File: src/design/dcpsc_params.svh
/*
 * Constants for the dual converter phase and soft-start control core:
 * register offsets, field positions, reset values and counts.
 * Assumes it is included by bare name from the soft-start and control design files.
 */
`ifndef DCPSC_PARAMS_SVH
`define DCPSC_PARAMS_SVH

// Register byte offsets
`define DCPSC_ADDR_OSC_PERIOD     5'h00
`define DCPSC_ADDR_MAX_ON_FIRST   5'h04
`define DCPSC_ADDR_MAX_ON_SECOND  5'h08
`define DCPSC_ADDR_STATUS         5'h0C
`define DCPSC_ADDR_REF            5'h10

// Reset values and minimum oscillator period
`define DCPSC_OSC_PERIOD_RST      16'h0064
`define DCPSC_OSC_PERIOD_MIN      16'h0004
`define DCPSC_MAX_ON_RST          16'h0028
`define DCPSC_WAIT_RST            1'h1

// Status field positions
`define DCPSC_ST_UNDERVOLTAGE_LOCKOUT             0
`define DCPSC_ST_TSD              1
`define DCPSC_ST_SYNC_ACTIVE      2
`define DCPSC_ST_DIV_CLK          3
`define DCPSC_ST_PGOOD_PIN        4
`define DCPSC_ST_SS_DONE          6
`define DCPSC_ST_FOLDBACK         8
`define DCPSC_ST_SWITCH           10

// Reference field positions
`define DCPSC_REF_FIRST_LSB       0
`define DCPSC_REF_SECOND_LSB      8

// Soft-start counts
`define DCPSC_SS_TICKS_PER_STEP   5'h1F
`define DCPSC_SS_STEPS            7'h40

// Sync loss: free oscillator ticks without a sync edge
`define DCPSC_SYNC_MISS_LIMIT     3'h4

`endif

File: src/design/dcpsc_pkg.sv
/*
 * Types for the dual converter phase and soft-start control core.
 * Assumes users refer to every item as dcpsc_pkg::name.
 */
package dcpsc_pkg;

	typedef enum logic [1:0] {
		DCPSC_CH_OFF,
		DCPSC_CH_RAMP,
		DCPSC_CH_REG
	} dcpsc_ch_state_t;

endpackage : dcpsc_pkg

File: src/design/dcpsc_softstart.sv
/*
 * Soft-start reference ramp for one converter channel.
 * Assumes osc_tick_i is a one-cycle pulse per oscillator period on sys_clk_i
 * and clear_i is held while the channel may not run.
 */
`timescale 1ns/1ps
`include "dcpsc_params.svh"

module dcpsc_softstart (
	// Clock and reset
	input  wire logic       sys_clk_i,
	input  wire logic       rst_i,
	// Control
	input  wire logic       clear_i,
	input  wire logic       osc_tick_i,
	// Ramp state
	output logic      [6:0] ref_code_o,
	output logic            done_o
);

	logic [4:0] div_ff;
	logic [6:0] ref_ff;

	// Step every 32 ticks, hold at 64
	always_ff @(posedge sys_clk_i)
	begin
		if (rst_i || clear_i)
		begin
			div_ff <= 5'h00;
			ref_ff <= 7'h00;
		end
		else if (osc_tick_i && (ref_ff != `DCPSC_SS_STEPS))
		begin
			if (div_ff == `DCPSC_SS_TICKS_PER_STEP)
			begin
				div_ff <= 5'h00;
				ref_ff <= ref_ff + 7'h01;
			end
			else
			begin
				div_ff <= div_ff + 5'h01;
			end
		end
	end

	assign ref_code_o = ref_ff;
	assign done_o     = (ref_ff == `DCPSC_SS_STEPS);

endmodule : dcpsc_softstart

File: src/design/dcpsc_ctrl.sv
/*
 * Control core of a two-channel switching converter: oscillator with sync
 * alignment, divide-by-two anti-phase turn-on, 45 degree clock output,
 * per-channel soft-start, power-good, current limit, foldback, thermal and
 * undervoltage shutdown, and an Avalon-MM register slave with waitrequest.
 * Assumes comparator and pin inputs are asynchronous to sys_clk_i and that
 * power-good pins are open drain resolved outside.
 */
`timescale 1ns/1ps
`include "dcpsc_params.svh"

// Functional notes
// - Switching clock is oscillator divided by two
// - Channel turn-ons are half a period apart
// - First on rising, second on falling edge
// - Sync rising edge realigns the oscillator
// - Without sync edges, free-run internal oscillator
// - Clock output lags turn-on by 45 degrees
// - Undervoltage lockout forces both switches off
// - Ramp reference in 64 steps once enabled
// - Whole ramp lasts 2048 oscillator cycles
// - Enable rise restarts that channel's ramp only
// - Enable low disables channel, power-good low
// - Output-low comparator pulls power-good low
// - Current limit ends on-time until next pulse
// - Feedback low quarters that channel's frequency
// - Over-temperature: switches off, power-good low, reset ramp
// - Leave thermal shutdown only on cooled indication
module dcpsc_ctrl (
	// Clock and reset
	input  wire logic        sys_clk_i,
	input  wire logic        rst_i,
	// Avalon-MM slave
	input  wire logic  [4:0] avs_address_i,
	input  wire logic        avs_read_i,
	input  wire logic        avs_write_i,
	input  wire logic [31:0] avs_writedata_i,
	input  wire logic  [3:0] avs_byteenable_i,
	output logic      [31:0] avs_readdata_o,
	output logic             avs_waitrequest_o,
	// Shared pin and comparator inputs
	input  wire logic        sync_i,
	input  wire logic        undervoltage_lockout_i,
	input  wire logic        over_temp_i,
	input  wire logic        cooled_i,
	// First channel inputs
	input  wire logic        enable_first_converter_i,
	input  wire logic        out_low_first_i,
	input  wire logic        cur_limit_first_i,
	input  wire logic        feedback_node_low_first_i,
	input  wire logic        power_ok_first_i,
	// Second channel inputs
	input  wire logic        enable_second_converter_i,
	input  wire logic        out_low_second_i,
	input  wire logic        cur_limit_second_i,
	input  wire logic        feedback_node_low_second_i,
	input  wire logic        power_ok_second_i,
	// Switch drives and clock output
	output logic             switch_first_o,
	output logic             switch_second_o,
	output logic             phase_shifted_clock_out_o,
	// Open-drain power-good pins
	output logic             power_ok_first_o,
	output logic             power_ok_first_oe_n_o,
	output logic             power_ok_second_o,
	output logic             power_ok_second_oe_n_o,
	// Soft-start references
	output logic       [6:0] ref_first_o,
	output logic       [6:0] ref_second_o
);

	// Input bank positions
	localparam int NIN      = 14;
	localparam int I_SYNC   = 0;
	localparam int I_UNDERVOLTAGE_LOCKOUT   = 1;
	localparam int I_OTEMP  = 2;
	localparam int I_COOLED = 3;
	localparam int I_EN     = 4;
	localparam int I_OLOW   = 6;
	localparam int I_ILIM   = 8;
	localparam int I_FBLOW  = 10;
	localparam int I_PGPIN  = 12;

	logic [NIN-1:0] pin_raw;
	logic [NIN-1:0] meta_ff;
	logic [NIN-1:0] pin_ff;
	logic           sync_d_ff;
	logic     [1:0] en_d_ff;

	logic    [15:0] osc_period_ff;
	logic    [15:0] max_on_first_ff;
	logic    [15:0] max_on_second_ff;
	logic    [15:0] osc_cnt_ff;
	logic           div_clk_ff;
	logic           clk_out_ff;
	logic     [2:0] sync_miss_ff;
	logic           tsd_ff;

	logic           sync_edge;
	logic           osc_tick;
	logic     [1:0] start;
	logic     [1:0] en;
	logic     [1:0] olow;
	logic     [1:0] ilim;
	logic     [1:0] fblow;
	logic           undervoltage_lockout;

	logic           wait_ff;
	logic    [31:0] rdata_ff;
	logic    [31:0] rmux;
	logic    [31:0] status;
	logic           req;
	logic           acc_wr;

	logic     [1:0] ss_done;
	logic     [1:0] fold_act;
	logic     [6:0] ref_code [2];

	assign pin_raw = {power_ok_second_i, power_ok_first_i,
		feedback_node_low_second_i, feedback_node_low_first_i,
		cur_limit_second_i, cur_limit_first_i,
		out_low_second_i, out_low_first_i,
		enable_second_converter_i, enable_first_converter_i,
		cooled_i, over_temp_i, undervoltage_lockout_i, sync_i};

	// Two-stage synchronisers for all pins
	always_ff @(posedge sys_clk_i)
	begin
		if (rst_i)
		begin
			meta_ff <= '0;
			pin_ff  <= '0;
		end
		else
		begin
			meta_ff <= pin_raw;
			pin_ff  <= meta_ff;
		end
	end

	// Edge history for sync and enables
	always_ff @(posedge sys_clk_i)
	begin
		if (rst_i)
		begin
			sync_d_ff <= 1'h0;
			en_d_ff   <= 2'h0;
		end
		else
		begin
			sync_d_ff <= pin_ff[I_SYNC];
			en_d_ff   <= en;
		end
	end

	assign undervoltage_lockout  = pin_ff[I_UNDERVOLTAGE_LOCKOUT];
	assign en    = pin_ff[I_EN+1:I_EN];
	assign olow  = pin_ff[I_OLOW+1:I_OLOW];
	assign ilim  = pin_ff[I_ILIM+1:I_ILIM];
	assign fblow = pin_ff[I_FBLOW+1:I_FBLOW];

	assign sync_edge = pin_ff[I_SYNC] & ~sync_d_ff;
	assign osc_tick  = sync_edge | (osc_cnt_ff >= (osc_period_ff - 16'h0001));

	// Oscillator, realigned by each sync edge
	always_ff @(posedge sys_clk_i)
	begin
		if (rst_i)
			osc_cnt_ff <= 16'h0000;
		else if (osc_tick)
			osc_cnt_ff <= 16'h0000;
		else
			osc_cnt_ff <= osc_cnt_ff + 16'h0001;
	end

	// Divide by two for the switching clock
	always_ff @(posedge sys_clk_i)
	begin
		if (rst_i)
			div_clk_ff <= 1'h0;
		else if (osc_tick)
			div_clk_ff <= ~div_clk_ff;
	end

	assign start[0] = osc_tick & ~div_clk_ff;
	assign start[1] = osc_tick & div_clk_ff;

	// Clock output a quarter oscillator period late
	always_ff @(posedge sys_clk_i)
	begin
		if (rst_i)
			clk_out_ff <= 1'h0;
		else if (osc_cnt_ff == ({2'h0, osc_period_ff[15:2]} - 16'h0001))
			clk_out_ff <= div_clk_ff;
	end

	// Free ticks since the last sync edge
	always_ff @(posedge sys_clk_i)
	begin
		if (rst_i)
			sync_miss_ff <= `DCPSC_SYNC_MISS_LIMIT;
		else if (sync_edge)
			sync_miss_ff <= 3'h0;
		else if (osc_tick && (sync_miss_ff != `DCPSC_SYNC_MISS_LIMIT))
			sync_miss_ff <= sync_miss_ff + 3'h1;
	end

	// Thermal shutdown, trip wins over cooled
	always_ff @(posedge sys_clk_i)
	begin
		if (rst_i)
			tsd_ff <= 1'h0;
		else if (pin_ff[I_OTEMP])
			tsd_ff <= 1'h1;
		else if (pin_ff[I_COOLED])
			tsd_ff <= 1'h0;
	end

	// Per-channel sequencing and switch control
	genvar ch;
	generate
		for (ch = 0; ch < 2; ch++)
		begin : g_ch
			logic                      run;
			logic                      clear;
			logic                      fire;
			logic               [15:0] max_on;
			logic                [1:0] fold_ff;
			logic               [15:0] on_cnt_ff;
			logic                      sw_ff;
			logic                      pg_oe_n_ff;
			logic                      pg_ff;
			dcpsc_pkg::dcpsc_ch_state_t state_ff;

			assign max_on = (ch == 0) ? max_on_first_ff : max_on_second_ff;
			assign run    = ~undervoltage_lockout & ~tsd_ff & en[ch];
			// Ramp restarts on lockout, shutdown, disable or enable rise
			assign clear  = ~run | (en[ch] & ~en_d_ff[ch]);
			assign fire   = start[ch] & run & (~fblow[ch] | (fold_ff == 2'h0));
			assign fold_act[ch] = fblow[ch];

			dcpsc_softstart u_ss (
				.sys_clk_i  (sys_clk_i),
				.rst_i      (rst_i),
				.clear_i    (clear),
				.osc_tick_i (osc_tick),
				.ref_code_o (ref_code[ch]),
				.done_o     (ss_done[ch])
			);

			// Counts own clock pulses for foldback
			always_ff @(posedge sys_clk_i)
			begin
				if (rst_i)
					fold_ff <= 2'h0;
				else if (start[ch])
					fold_ff <= fold_ff + 2'h1;
			end

			// On-time control
			always_ff @(posedge sys_clk_i)
			begin
				if (rst_i || !run)
				begin
					sw_ff     <= 1'h0;
					on_cnt_ff <= 16'h0000;
				end
				else if (ilim[ch])
				begin
					sw_ff     <= 1'h0;
					on_cnt_ff <= 16'h0000;
				end
				else if (fire)
				begin
					sw_ff     <= 1'h1;
					on_cnt_ff <= 16'h0000;
				end
				else if (sw_ff)
				begin
					if (on_cnt_ff >= (max_on - 16'h0001))
						sw_ff <= 1'h0;
					on_cnt_ff <= on_cnt_ff + 16'h0001;
				end
			end

			// Channel state
			always_ff @(posedge sys_clk_i)
			begin
				if (rst_i || clear)
					state_ff <= dcpsc_pkg::DCPSC_CH_OFF;
				else
				begin
					case (state_ff)
						dcpsc_pkg::DCPSC_CH_OFF:  state_ff <= dcpsc_pkg::DCPSC_CH_RAMP;
						dcpsc_pkg::DCPSC_CH_RAMP:
							if (ss_done[ch])
								state_ff <= dcpsc_pkg::DCPSC_CH_REG;
						dcpsc_pkg::DCPSC_CH_REG:  state_ff <= dcpsc_pkg::DCPSC_CH_REG;
						default:                  state_ff <= dcpsc_pkg::DCPSC_CH_OFF;
					endcase
				end
			end

			// Power-good: released only when regulating and not low
			always_ff @(posedge sys_clk_i)
			begin
				if (rst_i)
				begin
					pg_oe_n_ff <= 1'h0;
					pg_ff      <= 1'h0;
				end
				else
				begin
					pg_oe_n_ff <= run && (state_ff == dcpsc_pkg::DCPSC_CH_REG)
						&& !olow[ch];
					pg_ff      <= 1'h0;
				end
			end
		end
	endgenerate

	assign switch_first_o            = g_ch[0].sw_ff;
	assign switch_second_o           = g_ch[1].sw_ff;
	assign phase_shifted_clock_out_o = clk_out_ff;
	assign power_ok_first_o          = g_ch[0].pg_ff;
	assign power_ok_first_oe_n_o     = g_ch[0].pg_oe_n_ff;
	assign power_ok_second_o         = g_ch[1].pg_ff;
	assign power_ok_second_oe_n_o    = g_ch[1].pg_oe_n_ff;
	assign ref_first_o               = ref_code[0];
	assign ref_second_o              = ref_code[1];

	// Byte-lane merge of a 16-bit register
	function automatic logic [15:0] be_merge(input logic [15:0] old_v,
		input logic [15:0] new_v, input logic [1:0] be);
		logic [15:0] r;
		r = old_v;
		if (be[0])
			r[7:0] = new_v[7:0];
		if (be[1])
			r[15:8] = new_v[15:8];
		return r;
	endfunction : be_merge

	assign req    = avs_read_i | avs_write_i;
	assign acc_wr = avs_write_i & ~wait_ff;

	always_comb
	begin
		status = 32'h0000_0000;
		status[`DCPSC_ST_UNDERVOLTAGE_LOCKOUT]          = undervoltage_lockout;
		status[`DCPSC_ST_TSD]           = tsd_ff;
		status[`DCPSC_ST_SYNC_ACTIVE]   = (sync_miss_ff != `DCPSC_SYNC_MISS_LIMIT);
		status[`DCPSC_ST_DIV_CLK]       = div_clk_ff;
		status[`DCPSC_ST_PGOOD_PIN+1 -: 2] = pin_ff[I_PGPIN+1:I_PGPIN];
		status[`DCPSC_ST_SS_DONE+1 -: 2]   = ss_done;
		status[`DCPSC_ST_FOLDBACK+1 -: 2]  = fold_act;
		status[`DCPSC_ST_SWITCH]        = g_ch[0].sw_ff;
		status[`DCPSC_ST_SWITCH+1]      = g_ch[1].sw_ff;
	end

	always_comb
	begin
		case (avs_address_i)
			`DCPSC_ADDR_OSC_PERIOD:    rmux = {16'h0000, osc_period_ff};
			`DCPSC_ADDR_MAX_ON_FIRST:  rmux = {16'h0000, max_on_first_ff};
			`DCPSC_ADDR_MAX_ON_SECOND: rmux = {16'h0000, max_on_second_ff};
			`DCPSC_ADDR_STATUS:        rmux = status;
			`DCPSC_ADDR_REF:           rmux = {17'h0_0000, ref_code[1], 1'h0, ref_code[0]};
			default:                   rmux = 32'h0000_0000;
		endcase
	end

	// One wait cycle, then a one-cycle answer
	always_ff @(posedge sys_clk_i)
	begin
		if (rst_i)
			wait_ff <= `DCPSC_WAIT_RST;
		else if (req && wait_ff)
			wait_ff <= 1'h0;
		else
			wait_ff <= 1'h1;
	end

	always_ff @(posedge sys_clk_i)
	begin
		if (rst_i)
			rdata_ff <= 32'h0000_0000;
		else if (avs_read_i && wait_ff)
			rdata_ff <= rmux;
	end

	assign avs_waitrequest_o = wait_ff;
	assign avs_readdata_o    = rdata_ff;

	// Writable registers
	always_ff @(posedge sys_clk_i)
	begin
		if (rst_i)
		begin
			osc_period_ff    <= `DCPSC_OSC_PERIOD_RST;
			max_on_first_ff  <= `DCPSC_MAX_ON_RST;
			max_on_second_ff <= `DCPSC_MAX_ON_RST;
		end
		else if (acc_wr)
		begin
			case (avs_address_i)
				`DCPSC_ADDR_OSC_PERIOD:
					if (be_merge(osc_period_ff, avs_writedata_i[15:0],
						avs_byteenable_i[1:0]) < `DCPSC_OSC_PERIOD_MIN)
						osc_period_ff <= `DCPSC_OSC_PERIOD_MIN;
					else
						osc_period_ff <= be_merge(osc_period_ff,
							avs_writedata_i[15:0], avs_byteenable_i[1:0]);
				`DCPSC_ADDR_MAX_ON_FIRST:
					max_on_first_ff <= be_merge(max_on_first_ff,
						avs_writedata_i[15:0], avs_byteenable_i[1:0]);
				`DCPSC_ADDR_MAX_ON_SECOND:
					max_on_second_ff <= be_merge(max_on_second_ff,
						avs_writedata_i[15:0], avs_byteenable_i[1:0]);
				default:
					max_on_first_ff <= max_on_first_ff;
			endcase
		end
	end

endmodule : dcpsc_ctrl

File: config.mk
export PLATFORM = sky130hd
export DESIGN_NAME = dcpsc_ctrl
export DESIGN_NICKNAME = d
export VERILOG_FILES = /design/src/design/dcpsc_pkg.sv /design/src/design/dcpsc_softstart.sv /design/src/design/dcpsc_ctrl.sv
export VERILOG_INCLUDE_DIRS = /design/src /design/src/design
export SDC_FILE = /design/constraint.sdc
export NUM_CORES = 1
export LEC_CHECK = 0
export ABC_AREA = 1
export BUFFER_PORTS_ARGS = -buffer_cell sky130_fd_sc_hd__buf_2
export CAP_MARGIN = 5
export CORE_MARGIN = 4
export CORE_UTILIZATION = 45
export CTS_CLUSTER_SIZE = 28
export DETAILED_ROUTE_END_ITERATION = 7
export GPL_ROUTABILITY_DRIVEN = 0
export SLEW_MARGIN = 5
export SYNTH_ARGS = -nofsm -noshare
export SYNTH_HDL_FRONTEND = slang
export SYNTH_SLANG_ARGS = --single-unit
File: constraint.sdc
create_clock -name sys_clk_i -period 5.63 [get_ports sys_clk_i]
set_input_delay 0.563 -clock sys_clk_i [delete_from_list [all_inputs] [get_ports sys_clk_i]]
set_output_delay 0.563 -clock sys_clk_i [all_outputs]
set_load 0.005 [all_outputs]
==> metrics, run 1 <==
Initial Utilization=45.8%; Detail Placement HPWL=21200 um; WL/cell=14.6 um; worst-path cell chain=inv_1 > ha_1 > nand3_1 > nor2_2 > nand3_1 > xor2_1 > ha_1 > nand2_1 > inv_2 > nand3_1 > a21oi_1 > nor2_2 > nand3_1 > o21bai_1 > a21oi_1; RR Endpoint=osc_cnt_ff[10]; largest family of logic cells by synthesized area=simple AND/OR/NAND/NOR gates; register bit count reported by yosys=186; Worst-Skew Late Latency=450 ps; grt total ovfl=0; Clock Sinks=186; layout cell share with drive strength beyond 1=11.2%; number of routed nets with antenna violations=0; Die Area=0.0264 sq mm; Ports=113; Gate Count Post-Synth=1475; Multi-input gate area=0.00601 sq mm; die width=163 um; n_diodes=0; clock buffer depth=2; Post-synth EDFFs=0; Final min period=3470 ps; DRC=0; Worst Hold End=meta_ff[7]; Setup Buffers After CTS=0; VDD IR max=0.231 mV; CTS resizes=0; floorplan die height=163 um; initial antenna violation count=0; core area=0.0235 sq mm; Power Total=2.78 mW; Setup Crit Path Kind=flop to flop; setup violators final=0; first-pass GRT wire length=44300 um; # hold bufs at CTS=0; cell mode on critical path=nand3_1; largest stage delay on the critical path=550 ps; Leakage=5.16 nW; Syn Area/Cell=7.29 sq um; Cell variety after synth=51; Inserted Clock Buffers=17; HP Start=out_low_second_i; post-synthesis compound-gate area fraction=13.0%; sequential-to-total area share from yosys stat=34.6%; number of global-route vias before repair=8521; RR Startpoint=osc_period_ff[2]; delay-heaviest family, CP=simple AND/OR/NAND/NOR gates; synth warn=0; Worst-Margin Slew=730 ps; most frequent cells in the layout=nand2_1, inv_1, dfxtp_1; Total GRT Usage=20.8%; CTS tree=yes; vias per cell=5.00; Cell Count, Final, Fillers Out=1867; clk_skew=20.0 ps; Filler Cell Count=2378; Worst path slowest cell=nand3_1; Synth Area in XOR/XNOR=8.06%; crit start category=flop; commonest non-fill, non-tap cell in the layout=nand2_1; CP required=6010 ps; f_max=288 MHz; most used flip-flop cell after synthesis=dfxtp_1; DP Area=0.0113 sq mm; worst hold-check path type=input pin to flop; Post-Syn Area=0.0108 sq mm; Finished Cell Area=0.0119 sq mm; RSZ-0062 raised after global routing=no; I/O Buffers=76; Initial DRT Pass Iterations=5; worst r2r path cells=15; mux cell area share after synthesis=0.186%; period utilization=61.6%; drt initial violations=750; Pwr per Cell Area=233 mW/mm^2; worst path bufs/invs=2; asr flop ratio synth=0%; worst setup path start=osc_period_ff[2]; final net count=1668; Crit Path Max Fanout=16; setup TNS=0 ps; Pins Over Slew Limit=0; Total Wirelength=27400 um; worst setup margin=2160 ps; status=completed; max-cap violations=0; Worst R2R Setup Slack=2160 ps; Syn-to-layout area delta=11.0%; largest net degree at the start of global routing=61; worst hold stages=3; Fin. Hold Viols=0; dpl cells=1835; dpl ws=2150 ps; Synth Area in Simple Gates=25.5%; Vias=9341; max_slew headroom=51.0%; H-tree depth=4; Core Rows=56; Clock Tree Root=clkbuf_16; register area=0.00372 sq mm; CTS clk-pin slew, worst paths=90 ps; element type at the critical path end=flop; Synth Area in Adders=8.61%; crit path DAT=3850 ps
-- worst register-to-register path, cell delays in order, from the launching register on --
cell,delay (ps)
dfxtp_1,380
inv_1,210
ha_1,310
nand3_1,200
nor2_2,210
nand3_1,120
xor2_1,170
ha_1,270
nand2_1,80
inv_2,40
nand3_1,100
a21oi_1,80
nor2_2,220
nand3_1,550
o21bai_1,370
a21oi_1,130
-- metal layers --
metal / global-route usage (%) / wire length, um / vias to the layer above
li1: - / - / 4864
met1: 29.6 / 13300 / 4220
met2: 32.8 / 12100 / 222
met3: 3.26 / 1350 / 35
met4: 6.14 / 601 / 0
met5: 0 / 0 / -
-- sequential cells by signal, summed over array words and instances (netlist names), 2 cells and up --
name / count
pin_ff: 14
en_d_ff: 2
g_ch.fold_ff: 4
avs_readdata_o: 16
sync_miss_ff: 3
g_ch.max_on: 32
g_ch.state_ff: 4
g_ch.u_ss.div_ff: 10
g_ch.u_ss.ref_code_o: 14
osc_period_ff: 16
meta_ff: 14
g_ch.on_cnt_ff: 32
osc_cnt_ff: 16
-- logic make-up after synthesis --
family,count (synthesis)
mux,2
xor+xnor,99
flops,186
fa+ha+maj,74
other cells,1
buf+inv,255
compound gates,257
simple gates,601
-- how the worst max path moves through the flow --
stage | to | slack, ps | cells after the start
after floorplan | g_ch[1].u_ss.div_ff[1] | 3040 | 18
after global placement | osc_cnt_ff[10] | 2210 | 15
after detailed placement | osc_cnt_ff[10] | 2150 | 15
after CTS | osc_cnt_ff[10] | 2130 | 15
after global routing | osc_cnt_ff[10] | 1760 | 15
final | osc_cnt_ff[10] | 2160 | 15
-- synth_stat cells, drive strengths merged (27+ instances only) --
| cell | instances | area, sq um |
|---|---|---|
| nand2 | 270 | 1060 |
| nor2 | 204 | 868 |
| xor2 | 77 | 674 |
| ha | 74 | 926 |
| nor3 | 27 | 176 |
| buf | 36 | 255 |
| nand4 | 31 | 225 |
| o21ai | 99 | 495 |
| a21oi | 111 | 559 |
| nand3 | 60 | 345 |
| inv | 200 | 751 |
| dfxtp | 186 | 3720 |
-- power by group --
part	switching, mW	total (mW)	leakage, nW	internal (mW)
registers	0.0135	1.35	1.51	1.34
logic	0.0965	0.142	3.34	0.0458
clock network	0.667	1.29	0.308	0.625
-- layout make-up --
class	instances	area share [%]
clock buffer	17	3.57
clock inverter	15	1.86
inverter	201	6.32
multi-input combinational	1051	50.4
sequential	186	31.2
tap	319	3.34
timing repair buffer	78	3.31
-- per-stage QoR --
step	hold slack [ps]	util, %
floorplan	367	-
global placement	383	48.1
detailed placement	385	48.1
CTS	285	50.8
global route	285	50.8
finish	304	50.8
Note: power is estimated with default switching activity, not from simulation.
==> inputs of run 2 (changes only) <==
ABC_AREA = 0   (was 1)
PLACE_DENSITY = 0.67   (was unset)
clock period = 3.1 ns   (was 5.63 ns; I/O delays follow)
==> run 2 against run 1 <==
Compared with the run above: final cell count is 18% lower; largest power group unchanged; die area is 7.6% lower; largest cell class unchanged; combinational power grew 78%; the flow now finishes with violations (design-rule violations, negative setup slack).
==> metrics, run 2 <==
number of routed nets with antenna violations=0; Pins Over Slew Limit=0; Cell Count, Final, Fillers Out=1538; worst setup path start=osc_period_ff[2]; RR Startpoint=osc_period_ff[2]; max-cap violations=0; crit path DAT=3750 ps; Worst-Skew Late Latency=440 ps; vias per cell=5.57; WL/cell=17.4 um; Initial DRT Pass Iterations=8; Initial Utilization=46.3%; f_max=295 MHz; Setup Crit Path Kind=flop to flop; Inserted Clock Buffers=17; most frequent cells in the layout=dfxtp_1, nor2_1, buf_2; Post-synth EDFFs=0; Vias=8567; die width=156 um; core area=0.0214 sq mm; asr flop ratio synth=0%; Crit Path Max Fanout=5; Leakage=4.91 nW; Syn-to-layout area delta=20.3%; final net count=1384; register area=0.00373 sq mm; Multi-input gate area=0.00620 sq mm; worst r2r path cells=12; VDD IR max=0.365 mV; Total GRT Usage=21.5%; layout cell share with drive strength beyond 1=19.5%; most used flip-flop cell after synthesis=dfxtp_1; # hold bufs at CTS=0; Die Area=0.0244 sq mm; Gate Count Post-Synth=1133; Detail Placement HPWL=19400 um; drt initial violations=596; element type at the critical path end=flop; register bit count reported by yosys=186; HP Start=cooled_i; Clock Tree Root=clkbuf_16; setup violators final=79; number of global-route vias before repair=8133; Fin. Hold Viols=0; CP required=3460 ps; I/O Buffers=76; Clock Sinks=186; Worst-Margin Slew=1120 ps; most common cell in the netlist=dfxtp_1; sequential-to-total area share from yosys stat=37.6%; DP Area=0.0109 sq mm; failing checks=design-rule violations, negative setup slack; n_diodes=0; Filler Cell Count=1932; synth warn=0; H-tree depth=4; period utilization=109%; initial antenna violation count=0; crit start category=flop; first-pass GRT wire length=42100 um; status=complete, but fails checks; Cell variety after synth=58; Post-Syn Area=0.00990 sq mm; most area-hungry cell type in the Yosys netlist=dfxtp_1; clock buffer depth=2; Yosys top cell area share=37.6%; clk_skew=8.90 ps; Worst Hold End=meta_ff[3]; dpl cells=1488; commonest non-fill, non-tap cell in the layout=dfxtp_1; Worst R2R Setup Slack=-290 ps; grt total ovfl=0; CTS clk-pin slew, worst paths=70 ps; Ports=113; floorplan die height=156 um; worst hold stages=2; DRC=6; Total Wirelength=26700 um; RR Endpoint=g_ch[0].u_ss.div_ff[2]; RSZ-0062 raised after global routing=yes; max_slew headroom=25.3%; Pwr per Cell Area=402 mW/mm^2; worst setup margin=-293 ps; Syn Area/Cell=8.73 sq um; worst hold-check path type=input pin to flop; Core Rows=53; Synth area leaders=dfxtp_1, ha_1, mux2i_1, nor2_1, xnor2_1; most frequent cells after synthesis=dfxtp_1, nor2_1, ha_1; largest net degree at the start of global routing=46; Final min period=3390 ps; Finished Cell Area=0.0119 sq mm; CTS tree=yes
-- run 2: changes by cell type after synthesis, moves of 40 or more --
cell and change:
inv_1 -164, nor2b_1 +40, mux2i_1 +51, nor2_1 -42, a21oi_1 -50, nand2_1 -186
o21ai_0 -52
-- run 2: final cells by class --
type	instances	area share, %
inverter	31	0.977
multi-input combinational	869	52.0
clock inverter	13	0.988
timing repair buffer	146	8.20
sequential	186	31.3
clock buffer	18	3.60
tap	275	2.89
-- run 2: logic make-up (layout without fill, tap and decap cells) --
kind of cell | count (synthesis) | in the layout | synth area share [%]
DFF | 186 | 186 | 37.6
adders and majority gates | 74 | 74 | 9.36
muxes | 55 | 55 | 5.59
AOI/OAI and AO/OA | 180 | 181 | 11.8
xor gates and xnor gates | 108 | 108 | 9.56
other | 1 | 18 | 0.0379
buffers and inverters | 100 | 208 | 4.64
and+or+nand+nor | 429 | 433 | 21.4
-- run 2: critical path, cell delays in order, from the launching register on --
cell,delay (ps)
dfxtp_4,360
nor4_4,280
nand2b_1,160
nor3_4,250
nand2_1,110
xor2_1,150
ha_1,310
nand4_1,160
or3_4,370
o32a_4,370
a211o_1,310
or3b_1,370
a21oi_2,120
-- run 2: timing repair --
item / 4_1_cts / 5_1_grt
buffers inserted: 7 / 8
gates cloned: 4 / 1
resized for setup: 31 / 53
endpoints found under the setup margin: 82 / 82
pin swaps: 5 / 16
-- run 2: metrics by stage --
| step | setup TNS, ps | setup slack, ps | hold WS [ps] | utilization, % | power, mW |
|---|---|---|---|---|---|
| after floorplan | -5020 | -249 | 373 | - | 2.63 |
| after global placement | -16940 | -293 | 389 | 51.0 | 2.72 |
| after detailed placement | -23510 | -378 | 391 | 51.0 | 2.72 |
| after CTS | -9310 | -220 | 68.4 | 54.6 | 4.79 |
| after global routing | -26200 | -479 | 73.7 | 55.8 | 4.95 |
| final | -13260 | -293 | 81.4 | 55.8 | 4.79 |
-- run 2: how the worst max path moves through the flow --
stage                                            end
after floorplan               g_ch[0].u_ss.div_ff[2]
after global routing          g_ch[0].u_ss.div_ff[2]
final                         g_ch[0].u_ss.div_ff[2]
after CTS                     g_ch[1].u_ss.div_ff[2]
after detailed placement       g_ch[0].on_cnt_ff[14]
after global placement    g_ch[0].u_ss.ref_code_o[2]
-- run 2: metal layers --
layer  up-vias  global-route usage, %  share of wire [%]
li1       4211                      -                  -
met1      4039                   28.5                 44
met2       273                   35.3                 47
met3        44                   3.54                6.0
met4         0                   8.14                2.7
met5         -                      0                  0
-- run 2: where the power goes --
group	total, mW	internal, mW	switching (mW)	leakage, nW
clock network	2.08	1.11	0.972	0.267
registers	2.45	2.42	0.0293	1.51
logic	0.253	0.102	0.151	3.13
==> inputs of run 3 (changes only) <==
--- a/config.mk
+++ b/config.mk
@@ -16,4 +16,5 @@
 export GPL_ROUTABILITY_DRIVEN = 0
 export PLACE_DENSITY = 0.67
+export SETUP_SLACK_MARGIN = 0.02
 export SLEW_MARGIN = 5
 export SYNTH_ARGS = -nofsm -noshare
==> constraint.sdc (replaced) <==
create_clock -name sys_clk_i -period 3.1 [get_ports sys_clk_i]
set_input_delay 0.155 -clock sys_clk_i [delete_from_list [all_inputs] [get_ports sys_clk_i]]
set_output_delay 0.155 -clock sys_clk_i [all_outputs]
set_load 0.005 [all_outputs]
==> run 3 against run 2 <==
Compared with the run above: the run ends with negative setup slack left; final area up 0.44%; core utilization up 0.25 points; combinational power up 2%; worst hold slack worse by 64 ps; first-iteration DRC count up 19%; sequential cell count unchanged; count of clock-buffer cells in the layout down 1; maximum frequency down 3.5%; power up 3.1%; sequential power about the same; clock power up 7%; critical endpoint is now g_ch[1].u_ss.div_ff[2]; highest routed layer unchanged.
==> metrics, run 3 (synthesized netlist as in run 2, its figures left out) <==
element type at the critical path end=flop; CP required=3460 ps; largest net degree at the start of global routing=43; RR Startpoint=osc_period_ff[3]; Detail Placement HPWL=19600 um; Setup Crit Path Kind=flop to flop; Worst-Skew Late Latency=440 ps; WL/cell=17.0 um; Final min period=3520 ps; Worst R2R Setup Slack=-420 ps; Fin. Hold Viols=0; H-tree depth=4; max_slew headroom=26.7%; vias per cell=5.56; I/O Buffers=76; die width=156 um; first-pass GRT wire length=41400 um; DRC=0; worst hold-check path type=input pin to flop; Inserted Clock Buffers=17; Pins Over Slew Limit=0; failing checks=negative setup slack; worst setup margin=-417 ps; Pwr per Cell Area=413 mW/mm^2; Clock Sinks=186; final net count=1389; Core Rows=53; n_diodes=0; drt initial violations=711; commonest non-fill, non-tap cell in the layout=dfxtp_1; top sig layer=met4; dpl ws=-393 ps; initial antenna violation count=0; Initial DRT Pass Iterations=6; met2 routed WL=12300 um; crit start category=flop; clk_skew=12.2 ps; Initial Utilization=46.3%; Worst-Margin Slew=1100 ps; Clock Tree Root=clkbuf_16; Syn-to-layout area delta=20.9%; RSZ-0062 raised after global routing=yes; Die Area=0.0244 sq mm; layout cell share with drive strength beyond 1=18.1%; worst hold stages=2; met3 routed WL=1720 um; HP Start=avs_writedata_i[0]; final core utilization=56.0%; worst r2r path cells=13; Worst Hold End=osc_period_ff[0]; f_max=284 MHz; register area=0.00373 sq mm; setup violators final=82; Multi-input gate area=0.00611 sq mm; floorplan die height=156 um; core area=0.0214 sq mm; status=complete, but fails checks; CTS clk-pin slew, worst paths=80 ps; Vias=8582; Crit Path Max Fanout=7; Total Wirelength=26300 um; setup TNS=-22880 ps; Metal-1 WL=11800 um; Ports=113; grt total ovfl=0; most frequent cells in the layout=dfxtp_1, nor2_1, buf_2; RR Endpoint=g_ch[1].u_ss.div_ff[2]; max-cap violations=0; clock buffer depth=2; crit path DAT=3880 ps; Filler Cell Count=1903; Leakage=4.94 nW; Power Total=4.93 mW; number of routed nets with antenna violations=0; VDD IR max=0.326 mV; number of global-route vias before repair=8049; CTS tree=yes; Total GRT Usage=21.2%; period utilization=113%
==> run 3: cell types whose count changed in the layout (fill, tap and decap cells not counted), moves of 3 or more <==
| cell | delta |
|---|---|
| dlygate4sd3_1 | +16 |
| a21oi_1 | +5 |
| buf_4 | -5 |
| inv_8 | +5 |
| clkinv_2 | -4 |
| a21oi_2 | -3 |
==> run 3: repair_timing <==
item                                   4_1_cts  5_1_grt
hold buffers                                16        0
gates resized for setup                     14       51
setup buffers                                4        4
cloned                                       1        1
pin swaps                                    4       15
setup endpoints to repair                   82       82
endpoints found under the hold margin       15        0
==> run 3: final cells by class <==
cell class              count  share of cell area [%]
clock buffers              17                    3.56
flip-flops and latches    186                    31.2
clock inverters            15                    1.44
inverters                  31                   0.973
multi-input cells         866                    51.1
repair buffers            154                    8.92
well taps                 275                    2.88
==> run 3: worst max-delay path: stages, from the launching register on <==
cell	delay (ps)
dfxtp_1	350
nor4_4	290
nand2b_1	160
nor3_4	350
buf_4	180
nand2_2	40
xor2_1	140
ha_1	290
nand4_1	100
or3_4	390
o32a_4	370
a211o_1	330
or3b_1	350
a21oi_1	120
==> run 3: where the power goes <==
part | total (mW) | internal, mW | switching [mW]
Sequential | 2.45 | 2.42 | 0.0274
Combinational | 0.259 | 0.109 | 0.151
Clock | 2.22 | 1.16 | 1.06
==> run 3: worst max-delay path by stage <==
stage                     start                          to  slack, ps  depth (start not counted)
2_1_floorplan  osc_period_ff[5]      g_ch[0].u_ss.div_ff[2]       -250                         14
3_3_place_gp   osc_period_ff[5]  g_ch[0].u_ss.ref_code_o[2]       -300                         13
3_5_place_dp   osc_period_ff[3]  g_ch[0].u_ss.ref_code_o[2]       -390                         13
4_1_cts        osc_period_ff[2]      g_ch[0].u_ss.div_ff[2]       -240                         12
5_1_grt        osc_period_ff[5]      g_ch[1].u_ss.div_ff[3]       -570                         13
6_report       osc_period_ff[3]      g_ch[1].u_ss.div_ff[2]       -420                         13
==> run 3: routing by layer <==
layer	vias to the layer above	GRT usage, %
li1	4220	-
met1	4033	28.6
met2	292	35.0
met3	37	3.76
met4	0	6.28
met5	-	0
==> run 3: per-stage QoR <==
stage | instance area, sq um | instances | hold slack [ps]
floorplan | 10100 | 1150 | 246
global placement | 10900 | 1487 | 364
detailed placement | 10900 | 1487 | 367
CTS | 11700 | 1540 | 8.42
global route | 12000 | 1544 | 12.2
finish | 12000 | 1544 | 17.8
